$ cat src/rtl/vplrs_pkg.sv
// register map, status field layout, reset values and timing counts
// for the video loop lock sequencer.
// assumes a 32-bit apb slave clocked by clk_sys at 10 mhz.
package vplrs_pkg;

   // ==========================================================
   // clock
   // ==========================================================
   localparam int unsigned CLK_PERIOD_NS = 100; // clk_sys period

   // ==========================================================
   // register byte offsets
   // ==========================================================
   localparam logic [7:0] OFS_LOCK_TRIGGER_CONTROL = 8'h00; // trigger, reads busy
   localparam logic [7:0] OFS_LOOP_STATE_FLAGS = 8'h04; // loop status, read only
   localparam logic [7:0] OFS_LOOP_CONFIG = 8'h08; // loop configuration
   localparam logic [7:0] OFS_IRQ_STATUS = 8'h0c; // sticky events, write one to clear
   localparam logic [7:0] OFS_IRQ_MASK = 8'h10; // event enables

   // ==========================================================
   // field positions
   // ==========================================================
   localparam int unsigned TRIG_GO_BIT = 0; // start a lock attempt
   localparam int unsigned ST_INIT_DONE_BIT = 0; // ctrl_init_done_flag
   localparam int unsigned ST_LOCK_BIT = 1; // loop locked
   localparam int unsigned ST_RECAL_BIT = 2; // calibration_redo_flag
   localparam int unsigned ST_REFMISS_BIT = 3; // ref_missing_flag
   localparam int unsigned ST_JITTER_BIT = 5; // excess_jitter_flag
   localparam int unsigned ST_BYPASS_BIT = 6; // passthrough flag
   localparam int unsigned CFG_BYPASS_BIT = 0; // force passthrough
   localparam int unsigned CFG_MULT_LSB = 8; // multiplier field
   localparam int unsigned CFG_MULT_W = 12;
   localparam int unsigned IRQ_LOCKED_BIT = 0; // attempt ended locked
   localparam int unsigned IRQ_FAILED_BIT = 1; // attempt ended failed
   localparam int unsigned IRQ_LOST_BIT = 2; // error flag rose while locked
   localparam int unsigned IRQ_W = 3;

   // ==========================================================
   // reset values
   // ==========================================================
   localparam logic [31:0] CFG_RESET = 32'h0000_0100; // multiplier 1, no bypass
   localparam logic [IRQ_W-1:0] IRQ_MASK_RESET = 3'h0;

   // ==========================================================
   // timing
   // ==========================================================
   localparam int unsigned INIT_TIME_NS = 2000; // controller init, least time
   localparam int unsigned INIT_CYCLES = (INIT_TIME_NS + CLK_PERIOD_NS - 1) / CLK_PERIOD_NS;
   localparam int unsigned REF_LOSS_TIME_NS = 10000; // gap that counts as missing
   localparam int unsigned REF_LOSS_CYCLES = REF_LOSS_TIME_NS / CLK_PERIOD_NS;
   localparam int unsigned LOCK_REF_CYCLES = 100; // reference edges to settle

   // ==========================================================
   // loop states
   // ==========================================================
   typedef enum logic [2:0]
   {
      VPLRS_INIT = 3'b000,
      VPLRS_IDLE = 3'b001,
      VPLRS_LOCKING = 3'b010,
      VPLRS_LOCKED = 3'b011,
      VPLRS_FAILED = 3'b100
   } vplrs_state_type;

endpackage

$ cat src/rtl/vplrs_top.sv
// video loop lock sequencer: lock state of one video synthesis loop,
// reached over apb, with sticky events and one interrupt output.
// assumes reference_clock edges arrive as a one-cycle pulse ref_tick in clk_sys.
//
// Contract
// - writing trigger bit 0 starts lock attempt
// - success shows lock bit1 and init-done bit0
// - first attempt may fail during initialisation
// - a later retrigger locks without other recovery
`timescale 1ns/1ps
module vplrs_top #(
   parameter int unsigned LOCK_REF = vplrs_pkg::LOCK_REF_CYCLES, // ref edges to lock
   parameter int unsigned INIT_CNT = vplrs_pkg::INIT_CYCLES, // init-done delay
   parameter int unsigned LOSS_CNT = vplrs_pkg::REF_LOSS_CYCLES // missing-ref gap
)(
   input wire logic clk_sys,
   input wire logic rst_n,
   input wire logic psel,
   input wire logic penable,
   input wire logic pwrite,
   input wire logic [7:0] paddr,
   input wire logic [31:0] pwdata,
   input wire logic [3:0] pstrb,
   output logic [31:0] prdata,
   output logic pready,
   output logic pslverr,
   input wire logic ref_tick,
   input wire logic jitter_alarm,
   input wire logic fail_first_attempt,
   output logic loop_locked,
   output logic irq
);

   // ==========================================================
   // helpers
   // ==========================================================
   // saturating count, shared by the init, gap and reference counters;
   // saturation keeps a stalled counter from wrapping back to zero
   function automatic logic [31:0] sat_inc(input logic [31:0] value);
      if (value == 32'hffff_ffff)
         return value;
      return value + 32'h0000_0001;
   endfunction

   // byte-lane merge of an apb write into a stored word
   function automatic logic [31:0] merge_bytes(
      input logic [31:0] old_word,
      input logic [31:0] new_word,
      input logic [3:0] strobe
   );
      logic [31:0] merged; // word being built lane by lane
      merged = old_word;
      for (int lane = 0; lane < 4; lane++)
      begin
         if (strobe[lane])
            merged[lane*8 +: 8] = new_word[lane*8 +: 8];
      end
      return merged;
   endfunction

   // ==========================================================
   // apb decode
   // ==========================================================
   wire logic setup_phase; // psel high, penable low
   wire logic access_phase; // psel and penable high
   wire logic wr_access; // write takes effect at this edge
   wire logic sel_trigger; // lock_trigger_control addressed
   wire logic sel_flags; // loop_state_flags addressed
   wire logic sel_cfg; // loop configuration addressed
   wire logic sel_irq_status; // sticky events addressed
   wire logic sel_irq_mask; // event enables addressed
   wire logic addr_ok; // a mapped register is addressed

   assign setup_phase = psel & ~penable;
   assign access_phase = psel & penable;
   assign wr_access = access_phase & pwrite;
   assign sel_trigger = (paddr == vplrs_pkg::OFS_LOCK_TRIGGER_CONTROL);
   assign sel_flags = (paddr == vplrs_pkg::OFS_LOOP_STATE_FLAGS);
   assign sel_cfg = (paddr == vplrs_pkg::OFS_LOOP_CONFIG);
   assign sel_irq_status = (paddr == vplrs_pkg::OFS_IRQ_STATUS);
   assign sel_irq_mask = (paddr == vplrs_pkg::OFS_IRQ_MASK);
   assign addr_ok = sel_trigger | sel_flags | sel_cfg | sel_irq_status | sel_irq_mask;

   // ==========================================================
   // state
   // ==========================================================
   vplrs_pkg::vplrs_state_type state_reg; // sequencer state
   vplrs_pkg::vplrs_state_type state_next;
   logic [31:0] init_cnt_reg; // cycles since reset, held once it reaches INIT_CNT
   logic [31:0] init_cnt_next;
   logic [31:0] gap_reg; // clk_sys cycles since the last ref_tick
   logic [31:0] gap_next;
   logic [31:0] ref_cnt_reg; // reference edges seen in this attempt
   logic [31:0] ref_cnt_next;
   logic tried_reg; // an attempt was started since reset
   logic tried_next;
   logic doomed_reg; // this attempt is the first one and is told to fail
   logic doomed_next;
   logic jitter_reg; // excess_jitter_flag, registered alarm
   logic [31:0] cfg_reg; // loop configuration
   logic [31:0] cfg_next;
   logic [vplrs_pkg::IRQ_W-1:0] irq_status_reg; // sticky events
   logic [vplrs_pkg::IRQ_W-1:0] irq_status_next;
   logic [vplrs_pkg::IRQ_W-1:0] irq_mask_reg; // event enables
   logic [vplrs_pkg::IRQ_W-1:0] irq_mask_next;
   logic [31:0] prdata_reg; // read data, captured in the setup phase
   logic [31:0] prdata_next;
   logic loop_locked_reg; // registered lock indication

   // ==========================================================
   // loop conditions
   // ==========================================================
   wire logic init_done; // ctrl_init_done_flag
   wire logic ref_missing; // ref_missing_flag
   wire logic loop_error; // any error flag that spoils a lock
   wire logic busy; // an attempt is in progress
   wire logic locked_now; // loop holds a good lock
   wire logic failed_now; // last attempt failed or a held lock was lost, calibration_redo_flag
   wire logic count_done; // enough reference edges to settle
   wire logic trig_write; // software wrote the go bit
   wire logic trig_accept; // go bit honoured
   wire logic lock_evt; // attempt ends locked
   wire logic fail_evt; // attempt ends failed
   wire logic lost_evt; // a held lock is spoiled by an error
   wire logic [vplrs_pkg::IRQ_W-1:0] irq_clear; // write-one-to-clear mask
   logic [vplrs_pkg::IRQ_W-1:0] irq_set; // events of this cycle

   assign init_done = (init_cnt_reg >= INIT_CNT);
   assign ref_missing = (gap_reg >= LOSS_CNT);
   assign loop_error = jitter_reg | ref_missing;
   assign busy = (state_reg == vplrs_pkg::VPLRS_LOCKING);
   assign locked_now = (state_reg == vplrs_pkg::VPLRS_LOCKED);
   assign failed_now = (state_reg == vplrs_pkg::VPLRS_FAILED);
   assign count_done = (ref_cnt_reg >= LOCK_REF);
   // a go bit written before init completes is dropped; software then
   // sees no progress, times out and writes it again
   assign trig_write = wr_access & sel_trigger & pstrb[0]
      & pwdata[vplrs_pkg::TRIG_GO_BIT];
   assign trig_accept = trig_write & init_done;
   assign lock_evt = busy & (state_next == vplrs_pkg::VPLRS_LOCKED);
   assign fail_evt = busy & (state_next == vplrs_pkg::VPLRS_FAILED);
   assign lost_evt = locked_now & (state_next == vplrs_pkg::VPLRS_FAILED);
   assign irq_clear = (wr_access & sel_irq_status & pstrb[0])
      ? pwdata[vplrs_pkg::IRQ_W-1:0] : '0;

   // ==========================================================
   // status word and read mux
   // ==========================================================
   logic [31:0] status_word; // loop_state_flags as software sees it
   logic [31:0] read_word; // word selected by paddr

   // flags are live: a lock is good only while every error bit reads zero
   always_comb
   begin
      status_word = 32'h0000_0000;
      status_word[vplrs_pkg::ST_INIT_DONE_BIT] = init_done;
      status_word[vplrs_pkg::ST_LOCK_BIT] = locked_now;
      status_word[vplrs_pkg::ST_RECAL_BIT] = failed_now;
      status_word[vplrs_pkg::ST_REFMISS_BIT] = ref_missing;
      status_word[vplrs_pkg::ST_JITTER_BIT] = jitter_reg;
      status_word[vplrs_pkg::ST_BYPASS_BIT] = cfg_reg[vplrs_pkg::CFG_BYPASS_BIT];
   end

   // read decode; unmapped offsets read zero and raise pslverr
   always_comb
   begin
      read_word = 32'h0000_0000;
      if (sel_trigger)
         read_word[vplrs_pkg::TRIG_GO_BIT] = busy; // go bit reads as busy
      else if (sel_flags)
         read_word = status_word;
      else if (sel_cfg)
         read_word = cfg_reg;
      else if (sel_irq_status)
         read_word[vplrs_pkg::IRQ_W-1:0] = irq_status_reg;
      else if (sel_irq_mask)
         read_word[vplrs_pkg::IRQ_W-1:0] = irq_mask_reg;
   end

   // ==========================================================
   // sequencer
   // ==========================================================
   // a go bit in any settled state starts a fresh attempt; the first
   // attempt after reset may be told to fail, and a retrigger then locks
   always_comb
   begin
      state_next = state_reg;
      case (state_reg)
         vplrs_pkg::VPLRS_INIT:
         begin
            if (init_done)
               state_next = vplrs_pkg::VPLRS_IDLE;
         end
         vplrs_pkg::VPLRS_IDLE, vplrs_pkg::VPLRS_FAILED:
         begin
            if (trig_accept)
               state_next = vplrs_pkg::VPLRS_LOCKING;
         end
         vplrs_pkg::VPLRS_LOCKING:
         begin
            if (trig_accept)
               state_next = vplrs_pkg::VPLRS_LOCKING; // restart the count
            else if (count_done && (doomed_reg || loop_error))
               state_next = vplrs_pkg::VPLRS_FAILED;
            else if (count_done)
               state_next = vplrs_pkg::VPLRS_LOCKED;
         end
         vplrs_pkg::VPLRS_LOCKED:
         begin
            if (trig_accept)
               state_next = vplrs_pkg::VPLRS_LOCKING;
            else if (loop_error)
               state_next = vplrs_pkg::VPLRS_FAILED; // error spoils the lock
         end
         default:
         begin
            state_next = vplrs_pkg::VPLRS_INIT;
         end
      endcase
   end

   // ==========================================================
   // counters and attempt bookkeeping
   // ==========================================================
   // init counter stops once done; the gap counter restarts on every
   // reference edge, so a stopped reference shows as ref_missing_flag
   always_comb
   begin
      init_cnt_next = init_cnt_reg;
      if (!init_done)
         init_cnt_next = sat_inc(init_cnt_reg);
      gap_next = ref_tick ? 32'h0000_0000 : sat_inc(gap_reg);
      ref_cnt_next = ref_cnt_reg;
      if (trig_accept)
         ref_cnt_next = 32'h0000_0000;
      else if (busy && ref_tick)
         ref_cnt_next = sat_inc(ref_cnt_reg);
      tried_next = tried_reg | trig_accept;
      doomed_next = doomed_reg;
      if (trig_accept)
         doomed_next = fail_first_attempt & ~tried_reg;
   end

   // ==========================================================
   // software registers
   // ==========================================================
   // configuration is frozen while an attempt runs, so a late write
   // cannot move the loop under a lock in progress
   always_comb
   begin
      cfg_next = cfg_reg;
      if (wr_access && sel_cfg && !busy)
         cfg_next = merge_bytes(cfg_reg, pwdata, pstrb);
      irq_mask_next = irq_mask_reg;
      if (wr_access && sel_irq_mask && pstrb[0])
         irq_mask_next = pwdata[vplrs_pkg::IRQ_W-1:0];
      // read data is one cycle old by the access phase; a limitation
      // traded for a registered prdata with no wait states
      prdata_next = prdata_reg;
      if (setup_phase && !pwrite)
         prdata_next = read_word;
   end

   // an event sets its bit even when software clears it in the same cycle
   always_comb
   begin
      irq_set = '0;
      irq_set[vplrs_pkg::IRQ_LOCKED_BIT] = lock_evt;
      irq_set[vplrs_pkg::IRQ_FAILED_BIT] = fail_evt;
      irq_set[vplrs_pkg::IRQ_LOST_BIT] = lost_evt;
      irq_status_next = (irq_status_reg & ~irq_clear) | irq_set;
   end

   // ==========================================================
   // flip-flops
   // ==========================================================
   // sequencer and counters
   always_ff @(posedge clk_sys or negedge rst_n)
   begin
      if (!rst_n)
      begin
         state_reg <= vplrs_pkg::VPLRS_INIT;
         init_cnt_reg <= 32'h0000_0000;
         gap_reg <= 32'h0000_0000;
         ref_cnt_reg <= 32'h0000_0000;
         tried_reg <= 1'b0;
         doomed_reg <= 1'b0;
         jitter_reg <= 1'b0;
         loop_locked_reg <= 1'b0;
      end
      else
      begin
         state_reg <= state_next;
         init_cnt_reg <= init_cnt_next;
         gap_reg <= gap_next;
         ref_cnt_reg <= ref_cnt_next;
         tried_reg <= tried_next;
         doomed_reg <= doomed_next;
         jitter_reg <= jitter_alarm;
         loop_locked_reg <= (state_next == vplrs_pkg::VPLRS_LOCKED);
      end
   end

   // software-visible registers
   always_ff @(posedge clk_sys or negedge rst_n)
   begin
      if (!rst_n)
      begin
         cfg_reg <= vplrs_pkg::CFG_RESET;
         irq_status_reg <= '0;
         irq_mask_reg <= vplrs_pkg::IRQ_MASK_RESET;
         prdata_reg <= 32'h0000_0000;
      end
      else
      begin
         cfg_reg <= cfg_next;
         irq_status_reg <= irq_status_next;
         irq_mask_reg <= irq_mask_next;
         prdata_reg <= prdata_next;
      end
   end

   // ==========================================================
   // outputs
   // ==========================================================
   // zero wait states: every access phase is answered at once
   assign pready = access_phase;
   // writes to the read-only flags are refused as well as unmapped offsets
   assign pslverr = access_phase & (~addr_ok | (pwrite & sel_flags));
   assign prdata = prdata_reg;
   assign loop_locked = loop_locked_reg;
   assign irq = |(irq_status_reg & irq_mask_reg);

endmodule // vplrs_top

$ cat config.mk
export PLATFORM = sky130hd
export DESIGN_NAME = vplrs_top
export DESIGN_NICKNAME = d
export VERILOG_FILES = /design/src/rtl/vplrs_pkg.sv /design/src/rtl/vplrs_top.sv
export SDC_FILE = /design/constraint.sdc
export NUM_CORES = 1
export LEC_CHECK = 0
export BUFFER_PORTS_ARGS = -buffer_cell sky130_fd_sc_hd__buf_2
export CORE_ASPECT_RATIO = 1.25
export CORE_MARGIN = 2
export CORE_UTILIZATION = 59
export DETAILED_ROUTE_END_ITERATION = 12
export GPL_ROUTABILITY_DRIVEN = 0
export HOLD_SLACK_MARGIN = 0.02
export PLACE_DENSITY = 0.84
export REMOVE_ABC_BUFFERS = 1
export SYNTH_ARGS = -nofsm -noshare
export SYNTH_HDL_FRONTEND = slang
export SYNTH_SLANG_ARGS = --single-unit
$ cat constraint.sdc
create_clock -name clk_sys -period 3 [get_ports clk_sys]
set_clock_uncertainty 0.2 [all_clocks]
set_input_delay 0.45 -clock clk_sys [delete_from_list [all_inputs] [get_ports clk_sys]]
set_output_delay 0.45 -clock clk_sys [all_outputs]
set_load 0.02 [all_outputs]
==> out/results.txt <==
The run gives 0.0004974 V as the worst supply voltage drop on vdd. Broken down by cell family, the worst path's largest delay share belongs to simple AND/OR/NAND/NOR gates. The instance count of the mapped netlist came out at 747. For this run, design rule violations remaining after detail routing come to 0. The floorplan step defined a die boundary enclosing 14,390 um2. The floorplan die height is 133.6 um, and the final worst-path cycle share is 88.42%. The run finished with clean final reports. The compound-cell area share of the yosys netlist works out to 6.736%. Buffers added to address setup during post-CTS repair amount to 0.

Global-route track usage on met1: 31.48%. Share of final-layout standard cells stronger than drive strength 1: 23.45%. Setup violations remaining at the end of the flow were counted as 0. The count of input and output buffers works out to 87. The HPWL after detailed placement is 12.35 mm, and the fraction of registers with async set or reset after synthesis is 100.0%. The analysis attributes to cell leakage a power of 4.325 nW. For this run, the number of standard cells in the final layout without fillers is 995. The floorplan has 47 rows. The clock network latency to the later pin of the worst-skew pair was 0.44 ns. Based on the critical path, the design can be clocked at up to 0.3770 GHz. Once placement finished, the instance area stood at 8483 um2. The worst register-to-register path ends at ref_cnt_reg[23].

The final total negative setup slack was 0 ns. The post-synthesis cell area is 7931 um2. Die width: 107.7 um. For this block, the initial DRC count from the detailed router was 430. The count of nets left with antenna violations after detail routing is 0, and the I/O pin count is 88. By instance count, the leading cell after synthesis is sky130_fd_sc_hd__dfrtp_1. The number of global-route vias before repair was 6,192. Entering global routing, the biggest net connects 78 pins.

The cell at the root of the clock tree is sky130_fd_sc_hd__clkbuf_16. The overall routed net length is 17.63 mm. Walking the worst path, the cells encountered are nor3b_4 -> and2_1 -> buf_4 -> nand3_1 -> or4_1 -> or3_1 -> a21oi_1. The critical path's slowest cell was sky130_fd_sc_hd__dfrtp_1. The worst setup path is launched from a flop.

The tools report the total global routing overflow as 0. The power density over the cells came out at 509.9 nW/um2. For this configuration, the core starts out at a cell density of 60.21%. Total power for the finished layout comes to 0.004643 W. The run gives 1 as the initial antenna violation count.

The length in cells of the worst reg-to-reg path is 7. Clock tree synthesis inserted a total of 17 buffers. For this design, the sink count on the clock tree is 173.

The area share of xor/xnor cells in the synthesized design came out at 5.963%. Sorting the synthesized cells by area gives the leading types as sky130_fd_sc_hd__dfrtp_1, sky130_fd_sc_hd__mux2_2, sky130_fd_sc_hd__xnor2_1. The data arrival time of the worst path was 2.80 ns. The highest-utilization routing layer at the global route stage was met2. The ratio of routed vias to standard cells is 6.009, and the final hold slack is 0.04267 ns. At the worst endpoint, the required time is 3.15 ns. The core region is 13,170 um2.

Counting along the longest clock path gives a buffer depth of 2. Clock-pin slew was measured on the worst setup and hold paths at 0.07 ns. The portion of synthesized cell area occupied by the leading cell type was 54.27%. The total number of cells along the worst setup path came out at 7. The tools report the wire length of the first global-routing pass as 29.60 mm.

The logs give 5.039% for the global routing met3 resource utilization and 0 for the number of endpoints with negative hold slack in the final report. TritonCTS built the clock tree. Following the worst setup path forward leads to its endpoint at ref_cnt_reg[23]. After detailed placement, the design holds a cell count of 960. The final route contains 5,979 vias. The register-to-register setup slack was 0.35 ns; the minimum clock period after layout was 2.653 ns.

Mean routed wirelength per cell: 17.72 um. In this run, synthesis produced a sequential element count of 173. In the synthesized netlist, mux cells make up 5.916% of the area.

Setup repair after global routing left no endpoint under its margin. After the last flow step, the layout net total stands at 868. Summing the sequential cell areas from Yosys gives 54.60% of the chip area. STA classifies the critical path endpoint as a flop.

The startpoint identified for the worst register-to-register timing path is state_reg[0]. The deepest level of the CTS H-tree is 4, and the number of detailed-routing iterations run before antenna repair is 5. Yosys mapped the design onto 56 distinct sky130hd cell types. The top cell type by total area after synthesis was sky130_fd_sc_hd__dfrtp_1.

For this run, the slowest stage of the critical path takes 0.52 ns. The commonest cells after synthesis are sky130_fd_sc_hd__dfrtp_1, sky130_fd_sc_hd__nor2_1, sky130_fd_sc_hd__nand2_1. After routing the design area is 9105 um2.

The total buffers and inverters traversed by the critical path is 1. In this run the worst setup path begins at state_reg[0]. After filler insertion, the fill cell instance count of the layout stands at 926.

For the pin with the worst max-slew slack, the measured transition is 0.6818 ns. Leading register cell type out of synthesis: sky130_fd_sc_hd__dfrtp_1. The global-route total usage across every layer is 26.02%. Along the worst path, the maximum fanout reaches 12.

The critical path start-end classification was reg -> reg. The number of pins exceeding their max-slew limit in the final report is 0. Number of synthesized flops with an enable pin: 0.

Compared with the post-synthesis result, the final layout area differs by 14.80%. The simple-gate share of the synthesized area works out to 21.60%. Across the run, the number of max-cap violations was 0. After synthesis, the mean cell area works out to 10.62 um2. For met2 alone, demand over resource in global routing was 44.34%.

The combinational family with the most area after synthesis is simple AND/OR/NAND/NOR gates. The post-synthesis share of cell area spent on full adders, half adders and majority gates is 0.9465%. The worst pin sits at a relative slew slack of 54.55%. Path type of the worst min-delay path: in -> reg. For this run, the number of Yosys warnings is 0.
[final cells by class]
type	instances	area (um2)	share of cell area (%)
multi-input cells	491	3269	35.91
inverters	22	82.58	0.9070
diodes	1	2.502	0.02748
repair buffers	105	606.8	6.665
well taps	171	214.0	2.350
flip-flops and latches	173	4330	47.56
clock inverters	15	173.9	1.910
clock buffers	17	425.4	4.672
[cell families after synthesis]
family                   count (synthesis)
multiplexers                            42
buffers and inverters                   83
XOR/XNOR                                54
AO/OA/AOI/OAI                           74
AND/OR/NAND/NOR                        315
adder cells (fa/ha/maj)                  6
flip-flops                             173
[report_power, final]
part / switching [W] / leakage (nW) / internal (W)
clock: 0.00103 / 0.284 / 0.00112
combinational: 0.0000960 / 1.66 / 0.0000493
sequential: 0.00000753 / 2.38 / 0.00234
[metrics by stage]
step | utilization [%] | worst slack, ns
after floorplan | - | -0.6370
after global placement | 64.40 | 0.3498
after detailed placement | 64.40 | 0.2285
after CTS | 69.10 | 0.3522
after global routing | 69.10 | 0.2488
final | 69.12 | 0.3475
[metal layers]
metal,share of wire (%),up-vias
met1,40,2996
met5,0,-
met2,53,186
met4,3.2,0
li1,-,2746
met3,4.3,51
[placed cells by master (no fill, tap or decap), types with 26 or more instances in the layout]
cell type                 Yosys  routed
sky130_fd_sc_hd__a22o_1      26      26
sky130_fd_sc_hd__buf_2       11      86
sky130_fd_sc_hd__dfrtp_1    172     172
sky130_fd_sc_hd__mux2_2      37      37
sky130_fd_sc_hd__nand2_1     48      48
sky130_fd_sc_hd__nand3_1     27      27
sky130_fd_sc_hd__nor2_1      79      79
sky130_fd_sc_hd__nor3_1      33      32
sky130_fd_sc_hd__nor4_1      32      32
sky130_fd_sc_hd__xnor2_1     43      43
[repair_timing]
item                       4_1_cts  5_1_grt
hold buffers                     2        0
hold endpoints to repair        73        0
setup endpoints to repair        0        0
gates resized for setup          0        0
[how the worst min path moves through the flow]
stage / start / end / slack [ns] / cells after the start
finish: pwdata[19] / cfg_reg[19] / 0.04 / 2
global route: pwdata[16] / cfg_reg[16] / 0.03 / 2
CTS: pwdata[6] / cfg_reg[6] / 0.03 / 2
detailed placement: init_cnt_reg[22] / init_cnt_reg[22] / 0.17 / 0
floorplan: rst_n / cfg_reg[0] / -0.05 / 0
global placement: init_cnt_reg[15] / init_cnt_reg[15] / 0.17 / 0
Power figures use the tool's default switching activity.
